**config.mk**
```make
export PLATFORM = sky130hd
export DESIGN_NAME = cwu_top
export DESIGN_NICKNAME = d
export VERILOG_FILES = /design/src/logic/cwu_edge_det.v /design/src/logic/cwu_out_cell.v /design/src/logic/cwu_top.v
export VERILOG_INCLUDE_DIRS = /design/src /design/src/include
export SDC_FILE = /design/constraint.sdc
export NUM_CORES = 1
export LEC_CHECK = 0
export BUFFER_PORTS_ARGS = -buffer_cell sky130_fd_sc_hd__buf_2
export CORE_ASPECT_RATIO = 0.7
export CORE_UTILIZATION = 53
export CTS_BUF_LIST = sky130_fd_sc_hd__clkbuf_8
export DETAILED_ROUTE_END_ITERATION = 10
export GPL_ROUTABILITY_DRIVEN = 0
export PLACE_DENSITY = 0.79
export SLEW_MARGIN = 0
export SYNTH_ARGS = -nofsm -noshare
export SYNTH_HDL_FRONTEND = slang
export SYNTH_SLANG_ARGS = --single-unit
export TNS_END_PERCENT = 1
```
**constraint.sdc**
```tcl
create_clock -name sys_clk -period 2.4 [get_ports sys_clk]
set_input_delay 0.48 -clock sys_clk [delete_from_list [all_inputs] [get_ports sys_clk]]
set_output_delay 0.48 -clock sys_clk [all_outputs]
set_load 0.005 [all_outputs]
```
**src/include/cwu_defines.vh**
```
`ifndef CWU_DEFINES_VH
`define CWU_DEFINES_VH

// --------------------------------------------------
// register byte offsets
// --------------------------------------------------
`define CWU_OFS_CON0 12'h000
`define CWU_OFS_POL 12'h004
`define CWU_OFS_STEER 12'h008
`define CWU_OFS_AS0 12'h00C
`define CWU_OFS_AS1 12'h010
`define CWU_OFS_ISM 12'h014
`define CWU_OFS_CLK 12'h018
`define CWU_OFS_DBR 12'h01C
`define CWU_OFS_DBF 12'h020

// --------------------------------------------------
// decoder one-hot positions
// --------------------------------------------------
`define CWU_R_CON0 0
`define CWU_R_POL 1
`define CWU_R_STEER 2
`define CWU_R_AS0 3
`define CWU_R_AS1 4
`define CWU_R_ISM 5
`define CWU_R_CLK 6
`define CWU_R_DBR 7
`define CWU_R_DBF 8
`define CWU_NREG 9

// --------------------------------------------------
// field positions
// --------------------------------------------------
`define CWU_CON0_EN 7
`define CWU_CON0_LD 6
`define CWU_POL_IN 5
`define CWU_AS0_SHDN 7
`define CWU_AS0_REN 6
`define CWU_AS0_OVERRIDE_LEVEL_BD 4
`define CWU_AS0_OVERRIDE_LEVEL_AC 2
`define CWU_AS1_PIN 0
`define CWU_AS1_TMR 1
`define CWU_AS1_CMP1 2
`define CWU_AS1_CMP2 3
`define CWU_CLK_CS 0

// --------------------------------------------------
// reset values
// --------------------------------------------------
`define CWU_RST_AS0 8'h14
`define CWU_RST_DB 6'h00

// --------------------------------------------------
// mode and override codes
// --------------------------------------------------
`define CWU_MODE_ASTEER 3'h0
`define CWU_MODE_SSTEER 3'h1
`define CWU_MODE_FFB 3'h2
`define CWU_MODE_RFB 3'h3
`define CWU_MODE_HB 3'h4
`define CWU_MODE_PP 3'h5
`define CWU_OVR_ONE 2'h3
`define CWU_OVR_ZERO 2'h2
`define CWU_OVR_HIZ 2'h1
`define CWU_OVR_INACT 2'h0

`endif

```
**src/logic/cwu_edge_det.v**
```verilog
`timescale 1ns/1ps
// --------------------------------------------------
// rising and falling event detector
// --------------------------------------------------
module cwu_edge_det (
  input wire sys_clk,
  input wire rst_n,
  input wire sig,
  output wire rise,
  output wire fall
);
  reg prev_ff;

  always @(posedge sys_clk) begin
    if (!rst_n) begin
      prev_ff <= 1'b0;
    end else begin
      prev_ff <= sig;
    end
  end

  assign rise = sig & ~prev_ff;
  assign fall = ~sig & prev_ff;
endmodule

```
**src/logic/cwu_out_cell.v**
```verilog
`timescale 1ns/1ps
`include "cwu_defines.vh"
// --------------------------------------------------
// one output pin: override, polarity, enable
// --------------------------------------------------
module cwu_out_cell (
  input wire sys_clk,
  input wire rst_n,
  input wire en,
  input wire shut,
  input wire wave,
  input wire pol,
  input wire [1:0] ovr_code,
  output wire pin_o,
  output wire pin_oe
);
  reg lvl_ff;
  reg oe_ff;
  reg nxt_lvl;
  reg nxt_oe;

  always @* begin
    nxt_lvl = 1'b0;
    nxt_oe = 1'b0;
    if (shut) begin
      // polarity never alters the fixed override levels
      case (ovr_code)
        `CWU_OVR_ONE: begin
          nxt_lvl = 1'b1;
          nxt_oe = 1'b1;
        end
        `CWU_OVR_ZERO: begin
          nxt_lvl = 1'b0;
          nxt_oe = 1'b1;
        end
        `CWU_OVR_HIZ: begin
          nxt_lvl = 1'b0;
          nxt_oe = 1'b0;
        end
        default: begin
          nxt_lvl = pol;
          nxt_oe = 1'b1;
        end
      endcase
    end else if (en) begin
      nxt_lvl = wave ^ pol;
      nxt_oe = 1'b1;
    end
  end

  always @(posedge sys_clk) begin
    if (!rst_n) begin
      lvl_ff <= 1'b0;
      oe_ff <= 1'b0;
    end else begin
      lvl_ff <= nxt_lvl;
      oe_ff <= nxt_oe;
    end
  end

  assign pin_o = lvl_ff;
  assign pin_oe = oe_ff;
endmodule

```
**src/logic/cwu_top.v**
```verilog
// Added by the designer: the register offsets and register access over APB.
`timescale 1ns/1ps
`include "cwu_defines.vh"
// Behaviour
// steering modes route input to any output set
// steer bit 0 fixed level, 1 input data
// polarity applies only to steered outputs
// shutdown overrides only steered outputs
// mode 000 steer change takes effect immediately
// mode 001 steer change waits rising input
// software setting shutdown bit forces shutdown
// no auto-restart: shutdown holds while bit set
// auto-restart: bit self-clears, resume next rise
// selected fault input forces overrides, sets bit
// four active-low fault sources, individually enabled
// faults level sensed; clear blocked while active
// two override fields for B/D and A/C
// software clear only when no fault active
// overrides stay until first rise after clear
// auto-restart clears bit once faults gone
// generator runs from its own selected clock; here all logic runs on sys_clk and cs_ff only feeds osc_keep_awake and its register read-back
// keep fast oscillator awake when needed
// enable bit 7 turns generator on, reset 0
// load bit arms buffer transfer, self-clears
// software sets load only after enabling
// three-bit mode field selects operating mode
// software bring-up sequence ends with restart
// override codes: one, zero, float, inactive
// dead-band direct when disabled, buffered when enabled
// shutdown may be set while disabled
// reserved mode drives inactive levels
module cwu_top #(
  parameter NSRC = 16,
  parameter SELW = 4
) (
  input wire sys_clk,
  input wire rst_n,
  input wire psel,
  input wire penable,
  input wire pwrite,
  input wire [11:0] paddr,
  input wire [31:0] pwdata,
  output wire [31:0] prdata,
  output wire pready,
  output wire pslverr,
  input wire [NSRC-1:0] data_src,
  input wire src_active,
  input wire comparator_one_out,
  input wire comparator_two_out,
  input wire timer_postscale_out,
  input wire external_input_pin,
  output wire output_a,
  output wire output_b,
  output wire output_c,
  output wire output_d,
  output wire output_a_oe,
  output wire output_b_oe,
  output wire output_c_oe,
  output wire output_d_oe,
  output wire [5:0] db_rise_val,
  output wire [5:0] db_fall_val,
  output wire osc_keep_awake
);

  // --------------------------------------------------
  // address decode
  // --------------------------------------------------
  function [`CWU_NREG-1:0] cwu_dec;
    input [11:0] a;
    begin
      cwu_dec = {`CWU_NREG{1'b0}};
      if (a == `CWU_OFS_CON0) begin
        cwu_dec[`CWU_R_CON0] = 1'b1;
      end else if (a == `CWU_OFS_POL) begin
        cwu_dec[`CWU_R_POL] = 1'b1;
      end else if (a == `CWU_OFS_STEER) begin
        cwu_dec[`CWU_R_STEER] = 1'b1;
      end else if (a == `CWU_OFS_AS0) begin
        cwu_dec[`CWU_R_AS0] = 1'b1;
      end else if (a == `CWU_OFS_AS1) begin
        cwu_dec[`CWU_R_AS1] = 1'b1;
      end else if (a == `CWU_OFS_ISM) begin
        cwu_dec[`CWU_R_ISM] = 1'b1;
      end else if (a == `CWU_OFS_CLK) begin
        cwu_dec[`CWU_R_CLK] = 1'b1;
      end else if (a == `CWU_OFS_DBR) begin
        cwu_dec[`CWU_R_DBR] = 1'b1;
      end else if (a == `CWU_OFS_DBF) begin
        cwu_dec[`CWU_R_DBF] = 1'b1;
      end
    end
  endfunction
  // --------------------------------------------------
  // state, with the reset image of the shutdown control register
  // --------------------------------------------------
  localparam [7:0] RST_AS0 = `CWU_RST_AS0;
  reg en_ff;
  reg ld_ff;
  reg [2:0] mode_ff;
  reg [3:0] pol_ff;
  reg [3:0] steer_sel_ff;
  reg [3:0] steer_act_ff;
  reg shdn_ff;
  reg ren_ff;
  reg [1:0] override_level_bd_ff;
  reg [1:0] override_level_ac_ff;
  reg [3:0] as_en_ff;
  reg [SELW-1:0] ism_ff;
  reg cs_ff;
  reg [5:0] dbr_buf_ff;
  reg [5:0] dbf_buf_ff;
  reg [5:0] dbr_ff;
  reg [5:0] dbf_ff;
  reg ovr_ff;
  reg pp_ff;
  reg awake_ff;
  reg [31:0] prdata_ff;
  reg nxt_shdn;
  reg nxt_ld;
  reg nxt_ovr;
  reg [3:0] nxt_steer_sel;
  reg [3:0] nxt_steer_act;
  reg [3:0] wave;
  reg [3:0] shut_mask;
  reg [3:0] pol_mask;
  reg [31:0] rd_val;
  wire [`CWU_NREG-1:0] hit = cwu_dec(paddr);
  wire wr = psel & penable & pwrite;
  wire [`CWU_NREG-1:0] wsel = hit & {`CWU_NREG{wr}};
  wire data_in = data_src[ism_ff];
  wire rise;
  wire fall;
  wire [3:0] sd_raw;
  wire sd_act;
  wire shut;
  cwu_edge_det u_edge (
    .sys_clk(sys_clk),
    .rst_n(rst_n),
    .sig(data_in),
    .rise(rise),
    .fall(fall)
  );

  assign sd_raw[`CWU_AS1_PIN] = external_input_pin;
  assign sd_raw[`CWU_AS1_TMR] = timer_postscale_out;
  assign sd_raw[`CWU_AS1_CMP1] = comparator_one_out;
  assign sd_raw[`CWU_AS1_CMP2] = comparator_two_out;
  // level sensed and active low; a cleared enable masks a stuck source
  assign sd_act = |(~sd_raw & as_en_ff);
  // fault path bypasses the status flop so outputs react a cycle sooner
  assign shut = sd_act | shdn_ff | ovr_ff;

  // --------------------------------------------------
  // shutdown status and restart
  // --------------------------------------------------
  always @* begin
    nxt_shdn = shdn_ff;
    if (sd_act) begin
      nxt_shdn = 1'b1;
    end else if (wsel[`CWU_R_AS0] & pwdata[`CWU_AS0_SHDN]) begin
      nxt_shdn = 1'b1;
    end else if (wsel[`CWU_R_AS0]) begin
      nxt_shdn = 1'b0;
    end else if (ren_ff) begin
      nxt_shdn = 1'b0;
    end
  end
  always @* begin
    nxt_ovr = ovr_ff;
    if (shdn_ff | sd_act) begin
      nxt_ovr = 1'b1;
    end else if (rise) begin
      nxt_ovr = 1'b0;
    end
  end
  always @* begin
    nxt_steer_sel = steer_sel_ff;
    if (wsel[`CWU_R_STEER]) begin
      nxt_steer_sel = pwdata[3:0];
    end
  end
  always @* begin
    nxt_steer_act = steer_act_ff;
    if (mode_ff == `CWU_MODE_ASTEER) begin
      nxt_steer_act = nxt_steer_sel;
    end else if (rise) begin
      nxt_steer_act = steer_sel_ff;
    end
  end
  always @* begin
    nxt_ld = ld_ff;
    // a load request with the module still off is dropped
    if (wsel[`CWU_R_CON0] & pwdata[`CWU_CON0_LD] & en_ff) begin
      nxt_ld = 1'b1;
    end else if (fall) begin
      nxt_ld = 1'b0;
    end
  end
  // --------------------------------------------------
  // waveform per mode, bit 0 is output a
  // --------------------------------------------------
  always @* begin
    wave = 4'h0;
    shut_mask = 4'hF;
    pol_mask = 4'hF;
    case (mode_ff)
      `CWU_MODE_ASTEER, `CWU_MODE_SSTEER: begin
        wave = steer_act_ff & {4{data_in}};
        shut_mask = steer_act_ff;
        pol_mask = steer_act_ff;
      end
      `CWU_MODE_FFB: begin
        wave = {data_in, 1'b0, 1'b0, 1'b1};
      end
      `CWU_MODE_RFB: begin
        wave = {1'b0, 1'b1, data_in, 1'b0};
      end
      `CWU_MODE_HB: begin
        wave = {~data_in, data_in, ~data_in, data_in};
      end
      `CWU_MODE_PP: begin
        wave = {data_in & pp_ff, data_in & ~pp_ff, data_in & pp_ff, data_in & ~pp_ff};
      end
      default: begin
        wave = 4'h0;
      end
    endcase
  end
  // --------------------------------------------------
  // register file and sequencing
  // --------------------------------------------------
  always @(posedge sys_clk) begin
    if (!rst_n) begin
      en_ff <= 1'b0;
      ld_ff <= 1'b0;
      mode_ff <= `CWU_MODE_ASTEER;
      pol_ff <= 4'h0;
      steer_sel_ff <= 4'h0;
      steer_act_ff <= 4'h0;
      shdn_ff <= RST_AS0[`CWU_AS0_SHDN];
      ren_ff <= RST_AS0[`CWU_AS0_REN];
      override_level_bd_ff <= RST_AS0[`CWU_AS0_OVERRIDE_LEVEL_BD+1:`CWU_AS0_OVERRIDE_LEVEL_BD];
      override_level_ac_ff <= RST_AS0[`CWU_AS0_OVERRIDE_LEVEL_AC+1:`CWU_AS0_OVERRIDE_LEVEL_AC];
      as_en_ff <= 4'h0;
      ism_ff <= {SELW{1'b0}};
      cs_ff <= 1'b0;
      dbr_buf_ff <= `CWU_RST_DB;
      dbf_buf_ff <= `CWU_RST_DB;
      dbr_ff <= `CWU_RST_DB;
      dbf_ff <= `CWU_RST_DB;
      ovr_ff <= 1'b0;
      pp_ff <= 1'b0;
      awake_ff <= 1'b0;
    end else begin
      shdn_ff <= nxt_shdn;
      ovr_ff <= nxt_ovr;
      ld_ff <= nxt_ld;
      steer_sel_ff <= nxt_steer_sel;
      steer_act_ff <= nxt_steer_act;
      if (wsel[`CWU_R_CON0]) begin
        en_ff <= pwdata[`CWU_CON0_EN];
        mode_ff <= pwdata[2:0];
      end
      if (wsel[`CWU_R_POL]) begin
        pol_ff <= pwdata[3:0];
      end
      if (wsel[`CWU_R_AS0]) begin
        ren_ff <= pwdata[`CWU_AS0_REN];
        override_level_bd_ff <= pwdata[`CWU_AS0_OVERRIDE_LEVEL_BD+1:`CWU_AS0_OVERRIDE_LEVEL_BD];
        override_level_ac_ff <= pwdata[`CWU_AS0_OVERRIDE_LEVEL_AC+1:`CWU_AS0_OVERRIDE_LEVEL_AC];
      end
      if (wsel[`CWU_R_AS1]) begin
        as_en_ff <= pwdata[3:0];
      end
      if (wsel[`CWU_R_ISM]) begin
        ism_ff <= pwdata[SELW-1:0];
      end
      if (wsel[`CWU_R_CLK]) begin
        cs_ff <= pwdata[`CWU_CLK_CS];
      end
      if (wsel[`CWU_R_DBR]) begin
        dbr_buf_ff <= pwdata[5:0];
      end
      if (wsel[`CWU_R_DBF]) begin
        dbf_buf_ff <= pwdata[5:0];
      end
      if (wsel[`CWU_R_DBR] & ~en_ff) begin
        dbr_ff <= pwdata[5:0];
      end else if (en_ff & ld_ff & fall) begin
        dbr_ff <= dbr_buf_ff;
      end
      if (wsel[`CWU_R_DBF] & ~en_ff) begin
        dbf_ff <= pwdata[5:0];
      end else if (en_ff & ld_ff & fall) begin
        dbf_ff <= dbf_buf_ff;
      end
      // sequencer restarts on disable or shutdown; first pulse goes to a and c
      if (~en_ff | shut) begin
        pp_ff <= 1'b0;
      end else if (fall) begin
        pp_ff <= ~pp_ff;
      end
      // oscillator request covers the case where the cpu sleeps
      awake_ff <= en_ff & src_active & cs_ff;
    end
  end
  // --------------------------------------------------
  // apb read path, captured in the setup cycle
  // --------------------------------------------------
  always @* begin
    rd_val = 32'h0000_0000;
    if (hit[`CWU_R_CON0]) begin
      rd_val[7:0] = {en_ff, ld_ff, 3'h0, mode_ff};
    end else if (hit[`CWU_R_POL]) begin
      rd_val[7:0] = {2'h0, data_in, 1'b0, pol_ff};
    end else if (hit[`CWU_R_STEER]) begin
      rd_val[3:0] = steer_sel_ff;
    end else if (hit[`CWU_R_AS0]) begin
      rd_val[7:0] = {shdn_ff, ren_ff, override_level_bd_ff, override_level_ac_ff, 2'h0};
    end else if (hit[`CWU_R_AS1]) begin
      rd_val[3:0] = as_en_ff;
    end else if (hit[`CWU_R_ISM]) begin
      rd_val[SELW-1:0] = ism_ff;
    end else if (hit[`CWU_R_CLK]) begin
      rd_val[0] = cs_ff;
    end else if (hit[`CWU_R_DBR]) begin
      rd_val[5:0] = dbr_buf_ff;
    end else if (hit[`CWU_R_DBF]) begin
      rd_val[5:0] = dbf_buf_ff;
    end
  end
  always @(posedge sys_clk) begin
    if (!rst_n) begin
      prdata_ff <= 32'h0000_0000;
    end else if (psel & ~penable & ~pwrite) begin
      prdata_ff <= rd_val;
    end
  end
  assign prdata = prdata_ff;
  assign pready = 1'b1;
  assign pslverr = psel & penable & ~(|hit);
  // --------------------------------------------------
  // output stage
  // --------------------------------------------------
  wire [3:0] pin_o;
  wire [3:0] pin_oe;
  wire [7:0] ovr_codes = {override_level_bd_ff, override_level_ac_ff, override_level_bd_ff, override_level_ac_ff};
  genvar gi;
  generate
    for (gi = 0; gi < 4; gi = gi + 1) begin : g_out
      cwu_out_cell u_cell (
        .sys_clk(sys_clk),
        .rst_n(rst_n),
        .en(en_ff),
        .shut(shut & shut_mask[gi]),
        .wave(wave[gi]),
        .pol(pol_ff[gi] & pol_mask[gi]),
        .ovr_code(ovr_codes[2*gi+1:2*gi]),
        .pin_o(pin_o[gi]),
        .pin_oe(pin_oe[gi])
      );
    end
  endgenerate
  assign {output_d, output_c, output_b, output_a} = pin_o;
  assign {output_d_oe, output_c_oe, output_b_oe, output_a_oe} = pin_oe;
  assign db_rise_val = dbr_ff;
  assign db_fall_val = dbf_ff;
  assign osc_keep_awake = awake_ff;
endmodule

```
==> reports/qor.csv <==
metric,value,unit
Syn Inst Count,500,
power share of the clock group,44.6,%
Max Slew Vio Count,0,
post-DP HPWL,8160,µm
Synth Area in Adders,0,%
logic gate share of total power,7.1,%
"Req. time, crit path",2.63,ns
Top delay family on crit path,multiplexers,
Finished Layout Cells,674,
Synth Area in Compound Gates,18.5,%
CP max stage delay,0.55,ns
CTS Root Cell,clkbuf_8,
dominant synthesized flop cell,dfxtp_1,
antenna violations before repair,0,
final net count,641,
Critical Path Source,ism_ff[2],
Fin. Hold Viols,0,
number of global-route vias before repair,3519,
Post-CTS Resized,0,
drt wl/cell,16.4,µm
Clock transition at path regs,0.08,ns
net switching fraction of the power,23.0,%
setup violators final,0,
worst vdd ir,566,µV
Post-DRT Antenna Nets,0,
I/O Pins,125,
ys async rst share,0,%
worst path bufs/invs,0,
initial core utilization,55.2,%
P&R area growth vs syn,16.7,%
hold path startpoint,src_active,
most frequent cells after synthesis,"76 x dfxtp_1, 65 x nand2_1, 52 x a21oi_1",
sequential area share after synthesis,37.5,%
"Slowest-stage cell, CP",mux4_2,
Crit. End Element,flip-flop,
Syn Area/Cell,8.11,µm²
post-synth cell types,55,
post-synthesis mux area share,12.6,%
outcome,finished clean,
Site Rows,26,
pwr/cell area,555,mW/mm²
routed vias/inst,5.95,
Simple-Gate Fraction of Synth Area,22.3,%
Slew @ Worst Pin,0.552,ns
CTS tree,yes,
Syn Std Cell Area,0.00406,mm²
number of H-tree levels,3,
leading area contributor after synthesis,dfxtp_1,
drt pass-1 iters,5,
die area,0.00801,mm²
fmax,443,MHz
startpoint types,flip-flop,
first-pass GRT wire length,17400,µm
Max-cap violations,0,
largest net degree at the start of global routing,56,
insertion delay to the later sink of the worst-skew pair,0.35,ns
Tot Pwr,2.63,mW
post-placement cell count,658,
sequential cell area,0.00152,mm²
number of port buffers,75,
clock sinks,76,
DIE HEIGHT,75.2,µm
Yosys warning total,0,
XOR/XNOR share of the synthesized area,0.216,%
Synth top area share,37.5,%
synth top area cells,"dfxtp_1 38%, mux2i_1 7.9%, a21oi_1 6.4%",
Rel. slew slack,63.1,%
CTS max path bufs,2,
CP arrival,2.49,ns
Internal Power,2.02,mW
"Critical Path, Cell by Cell",mux2_1 -> mux4_2 -> mux2i_4 -> nor2_1 -> mux2i_1 -> o22ai_1,
sequential power share,48.3,%
die width,107,µm
Post-synth EDFFs,0,
crit path kind,reg -> reg,
Core Region,0.00735,mm²
NetSw,0.603,mW
share of layout cells above drive strength 1,21.5,%
Fillers,658,
gr usage total,28.5,%
remaining routing DRC violations,0,
main combinational cell family by area after synthesis,simple AND/OR/NAND/NOR gates,
grt ovf,0,
#FFs+latches synth,76,
worst slack at placement,0.0287,ns
final period utilization,94.0,%
Leakage,1.97,nW
Setup Buffers After CTS,0,
Final Skew,0.0104,ns
final worst setup slack,0.145,ns
CTS buffer count,9,
area of the multi-input gates,0.00227,mm²
RSZ-0062 raised after global routing,no,
worst reg2reg startpoint,ism_ff[2],
setup_tns,0,ns
vias,4011,
min cycle time layout,2.25,ns
HP Class,in -> reg,
drt total wl,11100,µm
cell with the most instances after synthesis,dfxtp_1,
"Max FO, Critical Path",9,
diode count,0,
worst hold slack,0.341,ns
Iter 0 DRT Violations,487,
hold buffers post-CTS,0,
==> stage by stage <==
stage	instance area [µm²]	utilization (%)
after floorplan	4140	-
after global placement	4490	61.1
after detailed placement	4490	61.1
after CTS	4730	64.3
after global routing	4730	64.3
final	4730	64.3
==> power groups by stage <==
stage          Sequential (mW)  Clock [mW]  Combinational (mW)
2_1_floorplan             1.30           0               0.125
3_3_place_gp              1.30           0               0.175
3_5_place_dp              1.30           0               0.181
4_1_cts                   1.27        1.18               0.182
5_1_grt                   1.27        1.23               0.202
6_report                  1.27        1.17               0.186
==> sequential cells by signal, indices dropped and copies added (netlist names), 2 cells and up <==
signal	flops
ism_ff	4
db_rise_val	6
db_fall_val	6
steer_act_ff	4
dbf_buf_ff	6
g_out.u_cell.pin_o	4
as_en_ff	4
prdata	8
mode_ff	3
pol_ff	4
g_out.u_cell.pin_oe	4
override_level_ac_ff	2
dbr_buf_ff	6
override_level_bd_ff	2
steer_sel_ff	4
==> area by class of cell <==
| type | count | area share (%) |
|---|---|---|
| clock buffers | 9 | 2.62 |
| clock inverters | 7 | 2.43 |
| inverters | 7 | 0.555 |
| multi-input cells | 382 | 48.0 |
| flip-flops and latches | 76 | 32.2 |
| well taps | 98 | 2.59 |
| repair buffers | 95 | 11.6 |
==> metal layers <==
layer / GRT usage [%] / vias to the layer above / wire, µm
li1: - / 1880 / -
met1: 37.2 / 1900 / 4620
met2: 47.6 / 210 / 5120
met3: 7.53 / 21 / 1200
met4: 7.46 / 0 / 146
met5: 0 / - / 0
==> cells by family after synthesis <==
logic type	Yosys count
AO/OA/AOI/OAI	122
XOR/XNOR	1
buffers and inverters	65
flip-flops	76
multiplexers	45
other	2
AND/OR/NAND/NOR	189
==> cell usage in the layout (no fill, tap or decap), drive strengths merged, types with 7 or more instances in the layout <==
master	n
a22oi	16
mux2	9
nor3	11
nor2b	8
o21ai	21
a21oi	52
buf	95
conb	25
inv	9
o22ai	7
mux2i	33
nand3	24
clkbuf	9
nor2	42
nand4	9
and3	7
nand2	65
dfxtp	76
==> tightest hold or removal path: stages <==
cell	delay, ns
buf_2	0.10
nand2_1	0.05
nor2_1	0.03
==> path summary, 6_finish.rpt <==
kind,endpoint,slack (ns),cells after the start
min reg2reg,db_rise_val[3],0.46,2
max,steer_act_ff[1],0.15,6
max reg2reg,steer_act_ff[1],0.15,6
min,osc_keep_awake,0.34,3
(Power assumes the default switching activity.)
